<file path="config.mk">
export PLATFORM = sky130hd
export DESIGN_NAME = lin_autobaud_uart_routing
export DESIGN_NICKNAME = d
export VERILOG_FILES = /design/src/lin_autobaud_pkg.sv /design/src/lin_autobaud_uart_routing.sv
export VERILOG_INCLUDE_DIRS = /design/src
export SDC_FILE = /design/constraint.sdc
export NUM_CORES = 1
export LEC_CHECK = 0
export ABC_CLOCK_PERIOD_IN_PS = 7300
export BUFFER_PORTS_ARGS = -buffer_cell sky130_fd_sc_hd__clkbuf_2
export CAP_MARGIN = 20
export CORE_ASPECT_RATIO = 1.75
export CORE_UTILIZATION = 43
export DETAILED_ROUTE_END_ITERATION = 10
export PLACE_DENSITY_LB_ADDON = 0.15
export SLEW_MARGIN = 40
export SYNTH_ARGS = -nofsm -noshare
export SYNTH_HDL_FRONTEND = slang
export SYNTH_SLANG_ARGS = --single-unit
</file>
<file path="constraint.sdc">
create_clock -name clk -period 7.3 [get_ports clk]
set_input_delay 1.095 -clock clk [delete_from_list [all_inputs] [get_ports clk]]
set_output_delay 1.095 -clock clk [all_outputs]
set_load 0.02 [all_outputs]
</file>
<file path="src/lin_autobaud_defines.svh">
// Register offsets, reset values and timing counts of the LIN serial front end
`ifndef LIN_AUTOBAUD_DEFINES_SVH
`define LIN_AUTOBAUD_DEFINES_SVH
`define OFS_CTRL       8'h00
`define OFS_STATUS     8'h04
`define OFS_FLAG_CLEAR 8'h08
`define OFS_TIMER      8'h0C
`define OFS_CAPTURE    8'h10
`define OFS_IRQ_EN     8'h14
`define CTRL_RESET     12'h000
`define ST_BREAK       0
`define ST_SYNC_DONE   1
`define ST_SYNC_ERR    2
`define ST_TIMER_EXT   3
`define ST_RX_DONE     4
`define ST_TX_DONE     5
`define IEN_RX         0
`define IEN_TX         1
`define CLK_MHZ        10
`define DOM_TIMEOUT_US 10000
`define DOM_TIMEOUT_CYC (`DOM_TIMEOUT_US * `CLK_MHZ)
`define SAMPLE_BASE    7'h08
`define BREAK_CNT_MAX  12'hFFF
`define BREAK_RATIO    16'h000B
`define SYNC_LAST_SEG  4'h8
`define MODE_SHIFT     2'h0
`endif

</file>
<file path="src/lin_autobaud_pkg.sv">
// Types shared by the LIN serial front end
package lin_autobaud_pkg;
	typedef struct packed {
		logic       monEn;
		logic [1:0] mode;
		logic       uart2PinSel;
		logic       txDisconnect;
		logic       rxSourceSel;
		logic       timerExtIrqEn;
		logic       timerCapMode;
		logic       timerRun;
		logic       breakLogicReset;
		logic [1:0] breakRangeSelect;
	} ctrl_t;
	typedef enum logic [2:0] {
		D_IDLE  = 3'h0,
		D_BREAK = 3'h1,
		D_DELIM = 3'h2,
		D_SEG   = 3'h3,
		D_WAIT  = 3'h4
	} det_t;
endpackage

</file>
<file path="src/lin_autobaud_uart_routing.sv">
// LIN break and synch detector, capture timer, serial pin routing and completion flags
`include "lin_autobaud_defines.svh"
// How it works
// RULE1: The master sends a break of at least 13 low bits, synch 0x55, then identifier.
// RULE2: In capture mode the timer starts on a falling edge of the transceiver receive line.
// RULE3: Software picks a break range covering the master rate; 3 suits 40 MHz.
// RULE4: The break's falling edge starts the timer and sets the external event flag.
// RULE5: Software stops the timer, clears its count and disables its external event flag.
// RULE6: A stopped timer restarts on the next falling edge, the synch start bit.
// RULE7: While running, every falling edge copies the count into the capture register.
// RULE8: Break-seen is set only if the break lasted at least 11 first-bit times.
// RULE9: Synch-done is set after a valid synch byte and can request an interrupt.
// RULE10: Software checks break-seen and clears both flags through the flag clear register.
// RULE11: At synch-done the capture register holds the count from the eighth synch bit.
// RULE12: A malformed synch byte sets synch-error instead of synch-done.
// RULE13: Software re-enables the timer event flag by frame end or on synch error.
// RULE14: Mode 0 shifts on receive and shift data out, shift clock on transmit.
// RULE15: Modes 1 to 3 transmit on the transmit line and receive on receive.
// RULE16: Select 0, disconnect 0: port to transceiver, optionally mirrored on the GPIOs.
// RULE17: Disconnect 1: GPIO input drives transceiver transmit, its receive drives GPIO and port.
// RULE18: Select 1, disconnect 0: transmit on GPIO and transceiver, receive from GPIO.
// RULE19: Standalone routing drops transmit to recessive after the dominant timeout.
// RULE20: Receive and transmit complete flags each have their own interrupt enable.
// RULE21: A pin select bit chooses the second port's receive and transmit pins.
// RULE22: Software pulses the break logic reset and clears all three flags first.
// RULE23: Detector samples at clock over 8 times 2^range; 4095 samples overflow to error.
// RULE24: Break, synch-done and synch-error stay set until cleared, and reset to 0.
// RULE25: Both routing select bits reset to 0, port connected to the transceiver.
module lin_autobaud_uart_routing #(
	parameter int DOM_TIMEOUT_CYC = `DOM_TIMEOUT_CYC
) (
	// Clock and reset
	input  wire logic        clk,
	input  wire logic        rstn,
	// Wishbone classic slave
	input  wire logic        wb_cyc_i,
	input  wire logic        wb_stb_i,
	input  wire logic        wb_we_i,
	input  wire logic [7:0]  wb_adr_i,
	input  wire logic [3:0]  wb_sel_i,
	input  wire logic [31:0] wb_dat_i,
	output logic      [31:0] wb_dat_o,
	output logic             wb_ack_o,
	// Serial core side, same clock
	input  wire logic        coreTxd,
	input  wire logic        shiftClk,
	input  wire logic        shiftData,
	input  wire logic        rxDoneEvt,
	input  wire logic        txDoneEvt,
	output logic             coreRxd,
	output logic             shiftDataOut,
	input  wire logic        uart2Txd,
	output logic             uart2Rxd,
	// Transceiver and GPIO pins
	input  wire logic        linRxd,
	output logic             linTxd,
	input  wire logic        gpioTxIn,
	output logic             gpioTxOut,
	output logic             gpioTxOe,
	input  wire logic        gpioRxIn,
	output logic             gpioRxOut,
	output logic             gpioRxOe,
	input  wire logic        uart2RxA,
	input  wire logic        uart2RxB,
	output logic             uart2TxA,
	output logic             uart2TxB,
	// Interrupt requests
	output logic             uartIrq,
	output logic             timerIrq,
	output logic             synchIrq
);
	typedef struct packed {
		logic                 ack;
		logic [31:0]          rdata;
		lin_autobaud_pkg::ctrl_t ctrl;
		logic                 break_seen_flag;
		logic                 sDone;
		logic                 sErr;
		logic                 extF;
		logic                 rxF;
		logic                 txF;
		logic                 rxIe;
		logic                 txIe;
		logic [15:0]          tCnt;
		logic [15:0]          capVal;
		logic [4:0]           meta;
		logic [4:0]           syn;
		logic                 prevLin;
		lin_autobaud_pkg::det_t det;
		logic [5:0]           pre;
		logic                 samp;
		logic [11:0]          bkLen;
		logic [11:0]          bitLen;
		logic [11:0]          segLen;
		logic [3:0]           segNum;
		logic [19:0]          domCnt;
		logic                 domTo;
		logic                 linTx;
		logic                 gTxOut;
		logic                 gTxOe;
		logic                 gRxOut;
		logic                 gRxOe;
		logic                 uRx;
		logic                 shOut;
		logic                 u2Rx;
		logic                 u2TxA;
		logic                 u2TxB;
	} state_t;

	state_t s;
	state_t next_s;
	logic        wrReq;
	logic        linFall;
	logic        tick;
	logic        serialTx;
	logic [15:0] wmask;
	logic [15:0] wdata;
	logic [15:0] ratioLen;
	logic [11:0] tol;
	logic [11:0] diff;
	logic        clrBrk;

	assign wrReq    = wb_cyc_i & wb_stb_i & wb_we_i & ~s.ack;
	assign wmask    = {{8{wb_sel_i[1]}}, {8{wb_sel_i[0]}}};
	assign wdata    = wb_dat_i[15:0];
	assign linFall  = s.prevLin & ~s.syn[0];
	assign tick     = (s.pre == 6'((`SAMPLE_BASE << s.ctrl.breakRangeSelect) - 7'h01)); // [RULE23]
	assign ratioLen = 16'(`BREAK_RATIO * {4'h0, s.segLen});
	assign tol      = s.bitLen >> 2;
	assign diff     = (s.segLen > s.bitLen) ? (s.segLen - s.bitLen) : (s.bitLen - s.segLen);
	assign clrBrk   = wrReq && wb_adr_i == `OFS_FLAG_CLEAR && wb_sel_i[0] && wb_dat_i[`ST_BREAK];
	// Mode 0 puts the shift clock on the transmit line
	assign serialTx = (s.ctrl.mode == `MODE_SHIFT) ? shiftClk : coreTxd; // [RULE14] [RULE15]

	always_comb begin
		next_s = s;
		// Pin synchronisers: second stage is the only reader of the first
		next_s.meta = {uart2RxB, uart2RxA, gpioRxIn, gpioTxIn, linRxd};
		next_s.syn = s.meta;
		next_s.prevLin = s.syn[0];
		// Bus slave: one wait state, ack drops the cycle after it rose
		next_s.ack = wb_cyc_i & wb_stb_i & ~s.ack;
		next_s.rdata = 32'h00000000;
		if (wb_cyc_i && wb_stb_i && !s.ack && !wb_we_i) begin
			case (wb_adr_i)
				`OFS_CTRL: next_s.rdata = {20'h00000, s.ctrl};
				`OFS_STATUS: next_s.rdata = {26'h0000000, s.txF, s.rxF, s.extF, s.sErr, s.sDone, s.break_seen_flag};
				`OFS_TIMER: next_s.rdata = {16'h0000, s.tCnt};
				`OFS_CAPTURE: next_s.rdata = {16'h0000, s.capVal};
				`OFS_IRQ_EN: next_s.rdata = {30'h00000000, s.txIe, s.rxIe};
				default: next_s.rdata = 32'h00000000;
			endcase
		end
		// Timer: software writes win over counting; a stopped capture timer waits for an edge
		if (s.ctrl.timerRun)
			next_s.tCnt = s.tCnt + 16'h0001;
		if (linFall && s.ctrl.timerCapMode) begin
			if (s.ctrl.timerRun)
				next_s.capVal = s.tCnt; // [RULE7] [RULE11]
			else
				next_s.ctrl.timerRun = 1'b1; // [RULE2] [RULE4] [RULE6]
		end
		if (wrReq && wb_adr_i == `OFS_CTRL)
			next_s.ctrl = lin_autobaud_pkg::ctrl_t'((s.ctrl & ~wmask[11:0]) | (wdata[11:0] & wmask[11:0]));
		if (wrReq && wb_adr_i == `OFS_TIMER)
			next_s.tCnt = (s.tCnt & ~wmask) | (wdata & wmask);
		if (wrReq && wb_adr_i == `OFS_IRQ_EN && wb_sel_i[0]) begin
			next_s.rxIe = wdata[`IEN_RX];
			next_s.txIe = wdata[`IEN_TX];
		end
		// Sticky flags: write-one clears, a set in the same cycle wins
		if (wrReq && wb_adr_i == `OFS_FLAG_CLEAR && wb_sel_i[0]) begin
			next_s.break_seen_flag = s.break_seen_flag & ~wdata[`ST_BREAK]; // [RULE24]
			next_s.sDone = s.sDone & ~wdata[`ST_SYNC_DONE];
			next_s.sErr = s.sErr & ~wdata[`ST_SYNC_ERR];
			next_s.extF = s.extF & ~wdata[`ST_TIMER_EXT];
			next_s.rxF = s.rxF & ~wdata[`ST_RX_DONE];
			next_s.txF = s.txF & ~wdata[`ST_TX_DONE];
		end
		if (linFall && s.ctrl.timerCapMode && s.ctrl.timerExtIrqEn)
			next_s.extF = 1'b1; // [RULE4]
		if (rxDoneEvt)
			next_s.rxF = 1'b1; // [RULE20]
		if (txDoneEvt)
			next_s.txF = 1'b1; // [RULE20]
		// Break and synch detector on the sampled line
		next_s.pre = tick ? 6'h00 : s.pre + 6'h01;
		if (tick) begin
			next_s.samp = s.syn[0];
			case (s.det)
				lin_autobaud_pkg::D_IDLE: begin
					if (s.samp && !s.syn[0]) begin
						next_s.det = lin_autobaud_pkg::D_BREAK;
						next_s.bkLen = 12'h001;
					end
				end
				lin_autobaud_pkg::D_BREAK: begin
					if (s.syn[0])
						next_s.det = lin_autobaud_pkg::D_DELIM;
					else if (s.bkLen == `BREAK_CNT_MAX) begin
						next_s.sErr = 1'b1; // [RULE23]
						next_s.det = lin_autobaud_pkg::D_WAIT;
					end else
						next_s.bkLen = s.bkLen + 12'h001;
				end
				lin_autobaud_pkg::D_DELIM: begin
					if (!s.syn[0]) begin
						next_s.det = lin_autobaud_pkg::D_SEG;
						next_s.segLen = 12'h001;
						next_s.segNum = 4'h0;
					end
				end
				lin_autobaud_pkg::D_SEG: begin
					if (s.syn[0] != s.samp) begin
						next_s.segLen = 12'h001;
						next_s.segNum = s.segNum + 4'h1;
						if (s.segNum == 4'h0) begin
							next_s.bitLen = s.segLen;
							if ({4'h0, s.bkLen} >= ratioLen)
								next_s.break_seen_flag = 1'b1; // [RULE8]
						end else if (diff > tol) begin
							next_s.sErr = 1'b1; // [RULE12]
							next_s.det = lin_autobaud_pkg::D_WAIT;
						end else if (s.segNum == `SYNC_LAST_SEG) begin
							next_s.sDone = 1'b1; // [RULE9]
							next_s.det = lin_autobaud_pkg::D_IDLE;
						end
					end else if (s.segLen == `BREAK_CNT_MAX) begin
						next_s.sErr = 1'b1; // [RULE12]
						next_s.det = lin_autobaud_pkg::D_WAIT;
					end else
						next_s.segLen = s.segLen + 12'h001;
				end
				lin_autobaud_pkg::D_WAIT: begin
					if (s.syn[0])
						next_s.det = lin_autobaud_pkg::D_IDLE;
				end
				default: next_s.det = lin_autobaud_pkg::D_IDLE;
			endcase
		end
		// Held idle while software pulses the reset bit
		if (s.ctrl.breakLogicReset) begin
			next_s.det = lin_autobaud_pkg::D_IDLE;
			next_s.samp = 1'b1;
			next_s.pre = 6'h00;
		end
		// Dominant timeout on the GPIO transmit input in standalone routing
		if (!s.ctrl.txDisconnect || s.syn[1]) begin
			next_s.domCnt = 20'h00000;
			next_s.domTo = 1'b0;
		end else if (s.domCnt >= 20'(DOM_TIMEOUT_CYC)) begin
			next_s.domTo = 1'b1; // [RULE19]
		end else
			next_s.domCnt = s.domCnt + 20'h00001;
		// Pin routing matrix
		next_s.shOut = (s.ctrl.mode == `MODE_SHIFT) ? shiftData : 1'b1; // [RULE14]
		if (s.ctrl.txDisconnect) begin
			next_s.linTx = s.domTo | s.syn[1]; // [RULE17] [RULE19]
			next_s.uRx = s.syn[0];
			next_s.gTxOut = 1'b1;
			next_s.gTxOe = 1'b0;
			next_s.gRxOut = s.syn[0];
			next_s.gRxOe = 1'b1;
		end else if (s.ctrl.rxSourceSel) begin
			next_s.linTx = serialTx; // [RULE18]
			next_s.uRx = s.syn[2];
			next_s.gTxOut = serialTx;
			next_s.gTxOe = 1'b1;
			next_s.gRxOut = 1'b1;
			next_s.gRxOe = 1'b0;
		end else begin
			next_s.linTx = serialTx; // [RULE16]
			next_s.uRx = s.syn[0];
			next_s.gTxOut = serialTx;
			next_s.gTxOe = s.ctrl.monEn;
			next_s.gRxOut = s.syn[0];
			next_s.gRxOe = s.ctrl.monEn;
		end
		next_s.u2Rx = s.ctrl.uart2PinSel ? s.syn[4] : s.syn[3]; // [RULE21]
		next_s.u2TxA = s.ctrl.uart2PinSel ? 1'b1 : uart2Txd;
		next_s.u2TxB = s.ctrl.uart2PinSel ? uart2Txd : 1'b1;
	end
	always_ff @(posedge clk or negedge rstn) begin
		if (!rstn) begin
			s <= '0;
			s.ctrl <= `CTRL_RESET; // [RULE25]
			s.meta <= 5'h1F;
			s.syn <= 5'h1F;
			s.prevLin <= 1'b1;
			s.samp <= 1'b1;
			s.linTx <= 1'b1;
			s.gTxOut <= 1'b1;
			s.gRxOut <= 1'b1;
			s.uRx <= 1'b1;
			s.shOut <= 1'b1;
			s.u2Rx <= 1'b1;
			s.u2TxA <= 1'b1;
			s.u2TxB <= 1'b1;
		end else begin
			s <= next_s;
		end
	end
	assign wb_dat_o     = s.rdata;
	assign wb_ack_o     = s.ack;
	assign coreRxd      = s.uRx;
	assign shiftDataOut = s.shOut;
	assign uart2Rxd     = s.u2Rx;
	assign linTxd       = s.linTx;
	assign gpioTxOut    = s.gTxOut;
	assign gpioTxOe     = s.gTxOe;
	assign gpioRxOut    = s.gRxOut;
	assign gpioRxOe     = s.gRxOe;
	assign uart2TxA     = s.u2TxA;
	assign uart2TxB     = s.u2TxB;
	assign uartIrq      = (s.rxF & s.rxIe) | (s.txF & s.txIe); // [RULE20]
	assign timerIrq     = s.extF;
	assign synchIrq     = s.sDone | s.sErr;
endmodule

</file>
-- Yosys cells after proc, flatten, opt, wreduce, memory -nomap -nowiden
Index checks and enable logic that the tools add are counted.
- reduce and logical (&&, ||, !) cells: 36
- divide/modulo/power cells: 0
- bitwise operators: 32
- add/subtract/negate cells: 9
- multipliers: 1
- magnitude comparators: 4
- multiplexer cells: 62
- equal/unequal tests: 28
- shifts and indexed selects: 1
- operators with widths (operator ; number):
    $mux 12 ; 9
    $pmux 16 s5 ; 1
    $mux 16 ; 3
    $mux 41 ; 1
    $mux 3 ; 12
    $and 16x16->16 ; 2
    $mux 32 ; 1
    $pmux 16 s2 ; 1
    $add 12x1->12 const B ; 2
    $and 12x12->12 ; 2
    $eq 12x12->1 const B ; 2
    $pmux 12 s2 ; 1
    $sub 12x12->12 ; 2
    $mux 21 ; 1
    $add 20x1->20 const B ; 1
    $ge 20x17->1 const B ; 1
    $mux 20 ; 1
    $mux 1 ; 19
    $mux 6 ; 3
    $reduce_bool 2->1 ; 9
    $add 16x1->16 const B ; 1
    $eq 8x4->1 const B ; 2
    $eq 8x5->1 const B ; 2
    $ge 12x16->1 ; 1
    other kinds (41) ; 93
- word-level logic and storage cells: 217
- output and inout bits: 46
- ROM bits: 0
- bits in writable memories: 0
- bits in latches: 0
- input port bits: 60
- register bits after elaboration: 177
- memories kept: 0

-- Depth between registers and ports, before layout
Gate-level depths: netlist (run 1).
- word-level depth: 12
- mapped depth: 21
- depth with buffers taken out: 20

-- Least setup slack after synthesis (run 1)
No wires, ideal clock.
- path kind: register to register
- from: reg s[42] (netlist name)
- to: reg s[79] (netlist name)
- cell stages (with the launch flop): 19
- data required time: 7.218 ns
- arrival: 3.916 ns
- setup slack: 3.302 ns
- path buffers: 2
- period minus slack after synthesis: 3.998 ns
- cell sequence: dfrtp_1 inv_1 ha_1 clkbuf_1 and4_1 o211a_1 o31ai_1 a21oi_2 buf_2 mux2_2 ha_1 nor2b_1 o211ai_1 a211oi_1 o21ai_0 nand4b_1 o32ai_1 o21ai_0 a31oi_1
- cells in the longest elaborated chain, start to end: 9
- elaborated cells on any way between the ends: 15
- RTL lines (element ; RTL line ; RTL):
    from (decl) ; lin_autobaud_uart_routing.sv:110 ; state_t s;
    from (signal assigned) ; lin_autobaud_uart_routing.sv:300 ; s <= next_s;
    $sub 12x12->12 / $gt 12x12->1 (equally long branches) ; lin_autobaud_uart_routing.sv:130 ; assign diff = (s.segLen > s.bitLen) ? (s.segLen - s.bitLen) : (s.bitLen - s.segLen);
    $mux 12 ; lin_autobaud_uart_routing.sv:130 ;
    $gt 12x10->1 ; lin_autobaud_uart_routing.sv:221 ; end else if (diff > tol) begin
    $mux 3 ; lin_autobaud_uart_routing.sv:221 ;
    $mux 3 ; lin_autobaud_uart_routing.sv:217 ; if (s.segNum == 4'h0) begin
    $mux 3 ; lin_autobaud_uart_routing.sv:214 ; if (s.syn[0] != s.samp) begin
    $pmux 3 s5 ; lin_autobaud_uart_routing.sv:190 ; case (s.det)
    $mux 3 ; lin_autobaud_uart_routing.sv:188 ; if (tick) begin
    $mux 10 ; lin_autobaud_uart_routing.sv:242 ; if (s.ctrl.breakLogicReset) begin
Several ways; a longest one is shown, not always the timed one. The select of a mux whose other input is x is not followed.
A chain may end at the register's enable or synchronous reset.

-- Worst setup path in the final report (run 1)
- from: reg s[35] (netlist name)
- to: reg s[79] (netlist name)
The elaborated chain is that of the path after synthesis.

==> qor.yml, run 1 <==
status: "complete, no violations"
nFillCells: 2273
dpl_worst_slack_ps: 2240
start_util_pct: 43.9
crit_path_max_incr_delay_ps: 510
cts_tree: "yes"
synthArstFlopShare_pct: 100
power_density_nw_per_um2: 177
ir_worst_vdd_mv: 0.151
finalCritPeriodShare_pct: 67.3
max_freq_mhz: 203
grt_max_degree: 90
worstMarginPinSlew_ps: 719
cp.required_ps: 7660
clock_sinks: 161
worst-setup-path-type: "reg2reg"
crit_buf_inv: 2
ant_nets: 0
hold_viol: 0
start_kind: "flop"
cts_buffer_depth: 2
crit_top_cell: "o21ai_0"
numCtsBuffers: 17
rows: 74
setup_violations: 0
grt_pass1_wl_microns: 41500
multi_input_area_sq_um: 5530
synth_top_flop_cell: "dfrtp_1"
io-pin-count: 106
synth_common_cells: "141 x dfrtp_1, 111 x nor2_1, 82 x inv_1"
path_delay_family: "compound AO/OA/AOI/OAI gates"
grt.total_usage_pct: 22.0
crit_path_max_fanout: 17
synthDistinctLibCells: 86
synth_area_leaders: "dfrtp_1 34%, ha_1 9.9%, dfstp_2 5.1%, nor2_1 4.1%, mux2_2 3.8%"
core_area_sq_um: 23300
relSlewSlack_pct: 52.1
hold_class: "reg2reg"
synthCells: 1081
antenna_found_initial: 0
cap_violations: 0
layout-drive-gt1-share_pct: 16.8
overflow: 0
cts_hold_buf: 0
cts_setup_buffers: 0
numPortBuffers: 71
critPathCaptureType: "flop"
wire_per_inst_microns: 17.5
totalWireLength_microns: 25200
register_area_sq_um: 4050
synth_top_cell_by_area: "dfrtp_1"
synth.most_common_cell: "dfrtp_1"
cp_slowest_cell: "dfrtp_1"
finalNetCount: 1276
dp_hpwl_microns: 19500
synthToLayoutAreaGrowth_pct: 9.80
fin_ws_ps: 2390
tns_ps: 0
dieArea_sq_um: 24500
h-tree-depth: 4
synth_edf_count: 0
drtIter0Drc: 371
drc: 0
syn_area_sq_um: 10200
grt_pass1_vias: 8114
synth_seq_cells: 161
vias: 7914
cts_root_buf: "clkbuf_16"
rsz0062_at_grt: "no"
p_leak_nw: 5.19
final_max_slew_viol_count: 0
vias_per_cell: 5.49
insertion_delay_ps: 440
yosysSeqAreaShare_pct: 39.6
power.total_mw: 1.99
routabilityCongestion: 0.892
yosysWarnings: 0
die_x_microns: 119
path_cells: "inv_1 -> ha_1 -> inv_1 -> fa_1 -> a211oi_1 -> o21ai_0 -> o31ai_1 -> a21oi_4 -> nor3_1 -> a21oi_1 -> xor2_1 -> ha_1 -> nand4_1 -> nor3_1 -> a21oi_1 -> o21ai_0 -> nand4b_1 -> o32ai_1 -> o21ai_0 -> a31oi_1"
avgSynthCellArea_sq_um: 9.47
clkTransAtPathRegs_ps: 60
cts-resized-gates: 0
finalClockSkew_ps: 12.1
crit_arrival_ps: 5280
drt-pass1-iter-count: 5
finalCriticalPeriod_ps: 4910
antennaDiodeCount: 0
synth_top_area_share_pct: 34.4
fp.dieH_microns: 206
report_power, final:
group	internal (mW)	switching (mW)	leakage [nW]
Clock	0.484	0.394	0.267
Sequential	0.927	0.0430	2.09
Combinational	0.0583	0.0840	2.83
Total	1.47	0.521	5.19
metrics by stage:
stage | hold WS [ps] | util (%) | cell area (sq um) | cells
5_1_grt | 357 | 48.2 | 11200 | 1441
3_5_place_dp | 347 | 45.7 | 10700 | 1409
2_1_floorplan | 345 | - | 10300 | 1096
6_report | 354 | 48.2 | 11200 | 1441
4_1_cts | 356 | 48.1 | 11200 | 1441
3_3_place_gp | 346 | 45.6 | 10600 | 1409
placed cells by master, fill, tap and decap left out, types with 9 or more instances in the layout:
cell         n
a211oi_1    10
a21o_1      16
a21oi_1     51
a222oi_1    10
a31oi_1     10
and2_1       9
and3_1      13
clkbuf_16   17
clkbuf_2    70
conb_1      16
dfrtp_1    141
dfstp_2     20
fa_1        11
ha_1        81
inv_1       82
mux2_2      35
nand2_1     74
nand2b_1    11
nand3_1     33
nand4_1     15
nor2_1     111
nor3_1      24
o211ai_1     9
o21a_1      10
o21ai_0     59
o31ai_1     11
xnor2_1     24
xor2_1      24
final timing paths:
kind	from	endpoint	slack, ps	cells after the start
setup reg to reg	s[35]	s[79]	2390	20
hold reg to reg	next_s[85]	s[85]	350	0
hold / removal	next_s[85]	s[85]	350	0
max in group asynchronous	rstn	s[68]	5400	2
min in group asynchronous	rstn	wb_dat_o[14]	720	1
setup / recovery	s[35]	s[79]	2390	20
cell families (layout without fill, tap and decap cells):
family	Yosys count	in the layout	share of synthesized area, %
flops	161	161	39.6
xor+xnor	48	48	4.10
fa+ha+maj	92	92	12.0
other cells	1	16	0.0366
buf+inv	150	191	7.23
simple gates	352	352	17.2
mux	40	40	4.34
compound gates	237	237	15.5
cell type report:
class / instances / share of cell area [%]
clock inverters: 13 / 1.12
repair buffers: 76 / 3.60
well taps: 304 / 3.38
inverters: 83 / 2.77
flip-flops and latches: 161 / 36.0
clock buffers: 19 / 3.94
multi-input cells: 785 / 49.1
routing by layer:
metal  up-vias  part of all wire (%)  track usage (%)
li1       3849                     -                -
met1      3855                    37             21.8
met2       160                    57             43.6
met3        50                   2.5             3.48
met4         0                   3.4             10.6
met5         -                     0                0
worst reg2reg max path, stage by stage (launching register included):
cell and delay (ps):
dfrtp_1 510, inv_1 100, ha_1 190, inv_1 60
fa_1 430, a211oi_1 260, o21ai_0 200, o31ai_1 360
a21oi_4 220, nor3_1 240, a21oi_1 90, xor2_1 180
ha_1 330, nand4_1 130, nor3_1 280, a21oi_1 120
o21ai_0 160, nand4b_1 180, o32ai_1 480, o21ai_0 140
a31oi_1 170
(Power assumes the default switching activity.)
==> run 2: changes to the inputs <==
--- a/config.mk
+++ b/config.mk
@@ -6,7 +6,8 @@
 export SDC_FILE = /design/constraint.sdc
 export NUM_CORES = 1
 export LEC_CHECK = 0
-export ABC_CLOCK_PERIOD_IN_PS = 7300
+export ABC_AREA = 1
+export ABC_CLOCK_PERIOD_IN_PS = 4100
 export BUFFER_PORTS_ARGS = -buffer_cell sky130_fd_sc_hd__clkbuf_2
 export CAP_MARGIN = 20
 export CORE_ASPECT_RATIO = 1.75
==> constraint.sdc (replaced) <==
create_clock -name clk -period 4.1 [get_ports clk]
set_input_delay 0.615 -clock clk [delete_from_list [all_inputs] [get_ports clk]]
set_output_delay 0.615 -clock clk [all_outputs]
set_load 0.02 [all_outputs]
==> run 2 against run 1 <==
  * Combinational power grew to 7.1 times the previous value
  * Hold slack worse by 150 ps
  * Die area increased by 3.4%
  * Register-to-register slack worse by 2000 ps
  * Critical path type unchanged
  * Largest power group unchanged
==> qor.yml, run 2 <==
dieArea_sq_um: 25300  # +3.4%
grt_pass1_wl_microns: 45200  # +9.1%
switching_share_pct: 32.1  # +5.9 points
synthArstFlopShare_pct: 100  # unchanged
power_density_nw_per_um2: 380  # +110%
final_max_slew_viol_count: 0  # unchanged
power_frac_seq_pct: 41.1  # -7.6 points
r2r_cells: 24  # +20%
synth_edf_count: 0  # unchanged
synth_common_cells: "283 x nand2_1, 207 x inv_1, 141 x dfrtp_1"
grt.total_usage_pct: 23.3  # +1.4 points
dp_hpwl_microns: 21900  # +13%
timing.rr.end: "s[80]"
hold_class: "in2async"
cts_setup_buffers: 0  # unchanged
numPortBuffers: 71  # unchanged
fp.dieH_microns: 210  # +1.7%
status: "complete, no violations"
insertion_delay_ps: 440  # about the same
clkTransAtPathRegs_ps: 60  # about the same
ir_worst_vdd_mv: 0.312  # +110%
synthDistinctLibCells: 59  # -31%
wire_per_inst_microns: 16.0  # -8.3%
vias_per_cell: 5.16  # -6.0%
io-pin-count: 106  # unchanged
start_util_pct: 44.0  # +0.056 points
synth_seq_cells: 161  # unchanged
drtIter0Drc: 363  # -2.2%
critPathCaptureType: "flop"
setup_violations: 0  # unchanged
hold_ws_ps: 205  # -149 ps
final_common_cell: "nand2_1"
finalNetCount: 1560  # +22%
overflow: 0  # unchanged
comb_power_share_pct: 22.4  # +15 points
clock_sinks: 161  # unchanged
cts_hold_buf: 0  # unchanged
cts_tree: "yes"
worstMarginPinSlew_ps: 721  # +1.57 ps
layout-drive-gt1-share_pct: 14.0  # -2.8 points
synthCells: 1334  # +23%
synth_area_leaders: "dfrtp_1 33%, nand2_1 10%, ha_1 9.6%, inv_1 7.3%, dfstp_2 5.0%"
antenna_found_initial: 0  # unchanged
finalCritPeriodShare_pct: 90.3  # +23 points
tns_ps: 0  # unchanged
netSwitchingPower_mw: 1.45  # +180%
drc: 0  # unchanged
vias: 8925  # +13%
rows: 75  # +1.4%
cap_violations: 0  # unchanged
cts_root_buf: "clkbuf_16"
rsz0062_at_grt: "no"
relSlewSlack_pct: 51.9  # -0.10 points
p_int_mw: 3.05  # +110%
crit_arrival_ps: 4080  # -1200 ps
h-tree-depth: 4  # unchanged
finalClockSkew_ps: 9.41  # -2.68 ps
cp.required_ps: 4480  # -3180 ps
antennaDiodeCount: 0  # unchanged
worst-setup-path-type: "reg2reg"
power.total_mw: 4.50  # +130%
start_kind: "flop"
core_area_sq_um: 24100  # +3.4%
synth_top_cell_by_area: "dfrtp_1"
numCtsBuffers: 17  # unchanged
yosysSeqAreaShare_pct: 38.2  # -1.3 points
synth_top_flop_cell: "dfrtp_1"
final_cell_mix: "282 x nand2_1, 207 x inv_1, 138 x dfrtp_1, 87 x nor2_1"
die_x_microns: 121  # +1.7%
pwr-share-clk_pct: 36.5  # -7.6 points
drt-pass1-iter-count: 8  # +3
ant_nets: 0  # unchanged
grt_max_degree: 85  # -5.6%
synthToLayoutAreaGrowth_pct: 11.7
avgSynthCellArea_sq_um: 7.95  # -16%
synth.most_common_cell: "nand2_1"
finalCriticalPeriod_ps: 3700  # -1210 ps
syn_area_sq_um: 10600  # +3.5%
cts_buffer_depth: 2  # unchanged
yosysWarnings: 0  # unchanged
r2r-start: "s[40]"
cts-resized-gates: 0  # unchanged
grt_pass1_vias: 9174  # +13%
max_freq_mhz: 270  # +33%
p_leak_nw: 5.86  # +13%
routabilityCongestion: 0.926  # +3.8%
totalWireLength_microns: 27700  # +10%
synth_top_area_share_pct: 33.3  # -1.2 points
hold_viol: 0  # unchanged
crit_path_max_fanout: 9  # -8
r2r_slack_ps: 400  # -1990 ps
fin_ws_ps: 399  # -1990 ps
dpl_worst_slack_ps: 255  # -1990 ps
run 2: cell types whose count changed in the layout (fill, tap and decap cells not counted), moves of 14 or more:
cell | previous run | this run
nand2_1 | 74 | 282
inv_1 | 82 | 207
mux2_2 | 35 | 5
a21oi_1 | 51 | 79
nor2_1 | 111 | 87
nand3_1 | 33 | 55
o21ai_0 | 59 | 81
o21ai_1 | 0 | 20
a21o_1 | 16 | 0
xnor2_1 | 24 | 10
run 2: final cells by class:
type,count,area [sq um]
well taps,308,385
flip-flops and latches,161,4060
fillers,2428,12300
clock inverters,12,161
repair buffers,87,488
clock buffers,20,437
inverters,218,818
multi-input cells,923,5490
run 2: cell families (layout without fill, tap and decap cells):
group	count (synthesis)	after routing	synth area share (%)
and+or+nand+nor	534	534	22.8
buffers and inverters	265	337	10.7
AOI/OAI and AO/OA	241	241	13.1
DFF	161	161	38.2
adders and majority gates	92	92	11.6
xor gates and xnor gates	33	33	2.73
muxes	7	7	0.720
other	1	16	0.0354
run 2: routing by layer:
| metal | track usage, % | vias to the layer above | routed length [microns] |
|---|---|---|---|
| met1 | 22.0 | 4259 | 9830 |
| met3 | 3.21 | 57 | 587 |
| li1 | - | 4460 | - |
| met4 | 11.6 | 0 | 1090 |
| met5 | 0 | - | 0 |
| met2 | 47.2 | 149 | 16200 |
run 2: worst max path at each step:
| stage | startpoint | end | depth (start not counted) |
|---|---|---|---|
| finish | s[40] | s[80] | 24 |
| global route | s[37] | s[78] | 24 |
| CTS | s[41] | s[80] | 25 |
| detailed placement | s[41] | s[80] | 26 |
| global placement | s[41] | s[78] | 26 |
| floorplan | s[35] | s[78] | 27 |
run 2: worst max-delay path, cell delays in order, from the launching register on:
cell and delay [ps]:
dfrtp_1 450, inv_1 170, ha_1 410, nand2_1 120
nor2_1 190, nand3_1 170, nand2_4 180, buf_6 160
mux2i_1 230, xnor2_1 140, inv_1 60, ha_1 270
nand2_1 90, nor2_1 50, a211oi_1 170, nand2_1 110
nand2_1 70, nand2_1 40, nand2_1 90, nand3_1 80
nand2_1 70, nand2_2 80, nand2_2 100, nand3_1 70
nand2_1 80
run 2: power by group through the flow:
stage,clock [mW],sequential (mW),combinational [mW]
finish,1.64,1.85,1.01
global placement,0,1.87,1.01
floorplan,0,1.85,0.722
detailed placement,0,1.87,1.02
global route,1.73,1.87,1.16
CTS,1.68,1.85,1.02
run 2: metrics by stage:
| step | std cells | util [%] | area, sq um |
|---|---|---|---|
| 3_5_place_dp | 1697 | 46.5 | 11200 |
| 4_1_cts | 1729 | 49.0 | 11800 |
| 2_1_floorplan | 1349 | - | 10700 |
| 6_report | 1729 | 49.1 | 11800 |
| 5_1_grt | 1729 | 49.1 | 11800 |
| 3_3_place_gp | 1697 | 46.5 | 11200 |
==> run 3: changes to the inputs <==
--- a/config.mk
+++ b/config.mk
@@ -6,10 +6,9 @@
 export SDC_FILE = /design/constraint.sdc
 export NUM_CORES = 1
 export LEC_CHECK = 0
-export ABC_AREA = 1
 export ABC_CLOCK_PERIOD_IN_PS = 4100
 export BUFFER_PORTS_ARGS = -buffer_cell sky130_fd_sc_hd__clkbuf_2
-export CAP_MARGIN = 20
+export CAP_MARGIN = 10
 export CORE_ASPECT_RATIO = 1.75
 export CORE_UTILIZATION = 43
 export DETAILED_ROUTE_END_ITERATION = 10
==> run 3 against run 2 <==
  * Clock skew rose by 1.2 ps
  * Core utilization up 1.9 points
  * Die area shrank 3.3%
==> qor.yml, run 3 (synthesis gave the netlist of run 1 again) <==
numPortBuffers: 71  # unchanged
cap_violations: 0  # unchanged
tns_ps: 0  # unchanged
drtIter0Drc: 359  # -1.1%
grt_pass1_wl_microns: 42500  # -6.1%
final_common_cell: "dfrtp_1"
numCtsBuffers: 17  # unchanged
pwr-share-clk_pct: 45.3  # +8.8 points
p_leak_nw: 5.55  # -5.2%
grt_pass1_vias: 8593  # -6.3%
ant_nets: 0  # unchanged
dp_hpwl_microns: 20400  # -7.2%
antennaDiodeCount: 0  # unchanged
rsz0062_at_grt: "yes"
totalWireLength_microns: 26000  # -6.0%
drc: 0  # unchanged
dieArea_sq_um: 24500  # -3.3%
wire_per_inst_microns: 17.3  # +8.1%
cts_hold_buf: 0  # unchanged
finalCriticalPeriod_ps: 4060  # +355 ps
layout-drive-gt1-share_pct: 23.0  # +9.0 points
max_freq_mhz: 247  # -8.8%
crit_start: "s[35]"
hold_viol: 0  # unchanged
comb_power_share_pct: 7.0  # -15 points
post-route-util_pct: 51.0  # +1.9 points
insertion_delay_ps: 450  # about the same
netSwitchingPower_mw: 0.896  # -38%
relSlewSlack_pct: 50.1  # -1.8 points
clkTransAtPathRegs_ps: 70  # about the same
die_x_microns: 119  # -1.7%
fp.dieH_microns: 206  # -1.7%
vias: 8227  # -7.8%
worstMarginPinSlew_ps: 741  # +20.5 ps
antenna_found_initial: 0  # unchanged
crit_arrival_ps: 4370  # +290 ps
hold_class: "in2async"
final_max_slew_viol_count: 0  # unchanged
hold_ws_ps: 210  # +5.36 ps
final_cell_mix: "141 x dfrtp_1, 111 x nor2_1, 82 x inv_1, 79 x ha_1, 74 x nand2_1"
grt_max_degree: 80  # -5.9%
cts_buffer_depth: 2  # unchanged
core_area_sq_um: 23300  # -3.3%
start_kind: "flop"
finalNetCount: 1338  # -14%
finalCritPeriodShare_pct: 98.9  # +8.7 points
cp.required_ps: 4410  # -70 ps
drt-pass1-iter-count: 5  # -3
synthToLayoutAreaGrowth_pct: 16.1
vias_per_cell: 5.47  # +6.0%
worst-setup-path-type: "reg2reg"
clock_sinks: 161  # unchanged
cts_root_buf: "clkbuf_16"
io-pin-count: 106  # unchanged
overflow: 0  # unchanged
critPathCaptureType: "flop"
finalClockSkew_ps: 10.6  # +1.20 ps
grt.total_usage_pct: 22.5  # -0.79 points
ir_worst_vdd_mv: 0.247  # -21%
crit_path_max_fanout: 6  # -3
h-tree-depth: 4  # unchanged
power_density_nw_per_um2: 305  # -20%
routabilityCongestion: 0.870  # -6.0%
start_util_pct: 43.9  # -0.056 points
status: "complete, no violations"
cts_tree: "yes"
rows: 74  # -1.3%
p_int_mw: 2.73  # -11%
r2r_slack_ps: 40  # -350 ps
switching_share_pct: 24.7  # -7.4 points
nFillCells: 2246  # -7.5%
power_frac_seq_pct: 47.6  # +6.5 points
r2r-start: "s[35]"
setup_violations: 0  # unchanged
-- run 3: through the flow --
step | setup WS, ps | power [mW] | cells | area, sq um
4_1_cts | 1.28 | 3.67 | 1501 | 11800
5_1_grt | -159 | 3.76 | 1503 | 11900
2_1_floorplan | 102 | 1.91 | 1096 | 10300
6_report | 44.2 | 3.63 | 1503 | 11900
3_3_place_gp | -207 | 2.01 | 1468 | 11100
3_5_place_dp | -273 | 2.01 | 1468 | 11100
-- run 3: routing by layer --
| layer | GRT usage, % | share of wire (%) | up-vias | wire length (microns) |
|---|---|---|---|---|
| li1 | - | - | 3974 | - |
| met1 | 21.0 | 35 | 4012 | 9100 |
| met2 | 45.1 | 57 | 171 | 14900 |
| met3 | 3.50 | 2.7 | 70 | 701 |
| met4 | 13.7 | 5.0 | 0 | 1300 |
| met5 | 0 | 0 | - | 0 |
-- run 3: area by class of cell --
cell class	instances	area [sq um]	share of cell area, %
clock inverter	12	156	1.31
clock buffer	20	447	3.76
sequential	161	4050	34.1
timing repair buffer	137	873	7.34
tap	304	380	3.20
multi-input combinational	786	5670	47.7
inverter	83	312	2.62
-- run 3: timing repair --
action	4_1_cts	5_1_grt
gates cloned	1	0
setup buffers	0	2
pin swaps	6	18
setup endpoints to repair	5	6
gates resized for setup	12	23
-- run 3: power groups by stage --
| stage | logic, mW | registers [mW] | clock network [mW] |
|---|---|---|---|
| finish | 0.255 | 1.73 | 1.64 |
| global route | 0.293 | 1.73 | 1.74 |
| CTS | 0.259 | 1.73 | 1.68 |
| detailed placement | 0.257 | 1.75 | 0 |
| global placement | 0.254 | 1.75 | 0 |
| floorplan | 0.181 | 1.73 | 0 |
-- run 3: worst max-delay path: stages, from the launching register on --
cell       delay, ps
dfrtp_1          380
inv_1             60
ha_1             150
inv_1             50
fa_2             370
a211oi_4         250
o21ai_2          110
o31ai_4          320
a21oi_4          160
mux2_2           300
ha_1             280
nor2b_1          130
o211ai_1         230
a211oi_2         110
o21ai_1          140
buf_4            130
nand4b_1         120
o22a_2           310
o2111ai_2        200
a31oi_1          100
-- run 3: path summary, 6_finish.rpt --
check	endpoint	cells after the start
setup / recovery	s[79]	19
hold / removal	wb_dat_o[15]	1
setup reg to reg	s[79]	19
hold reg to reg	next_s[81]	0
max in group asynchronous	s[84]	2
min in group clk	next_s[86]	1
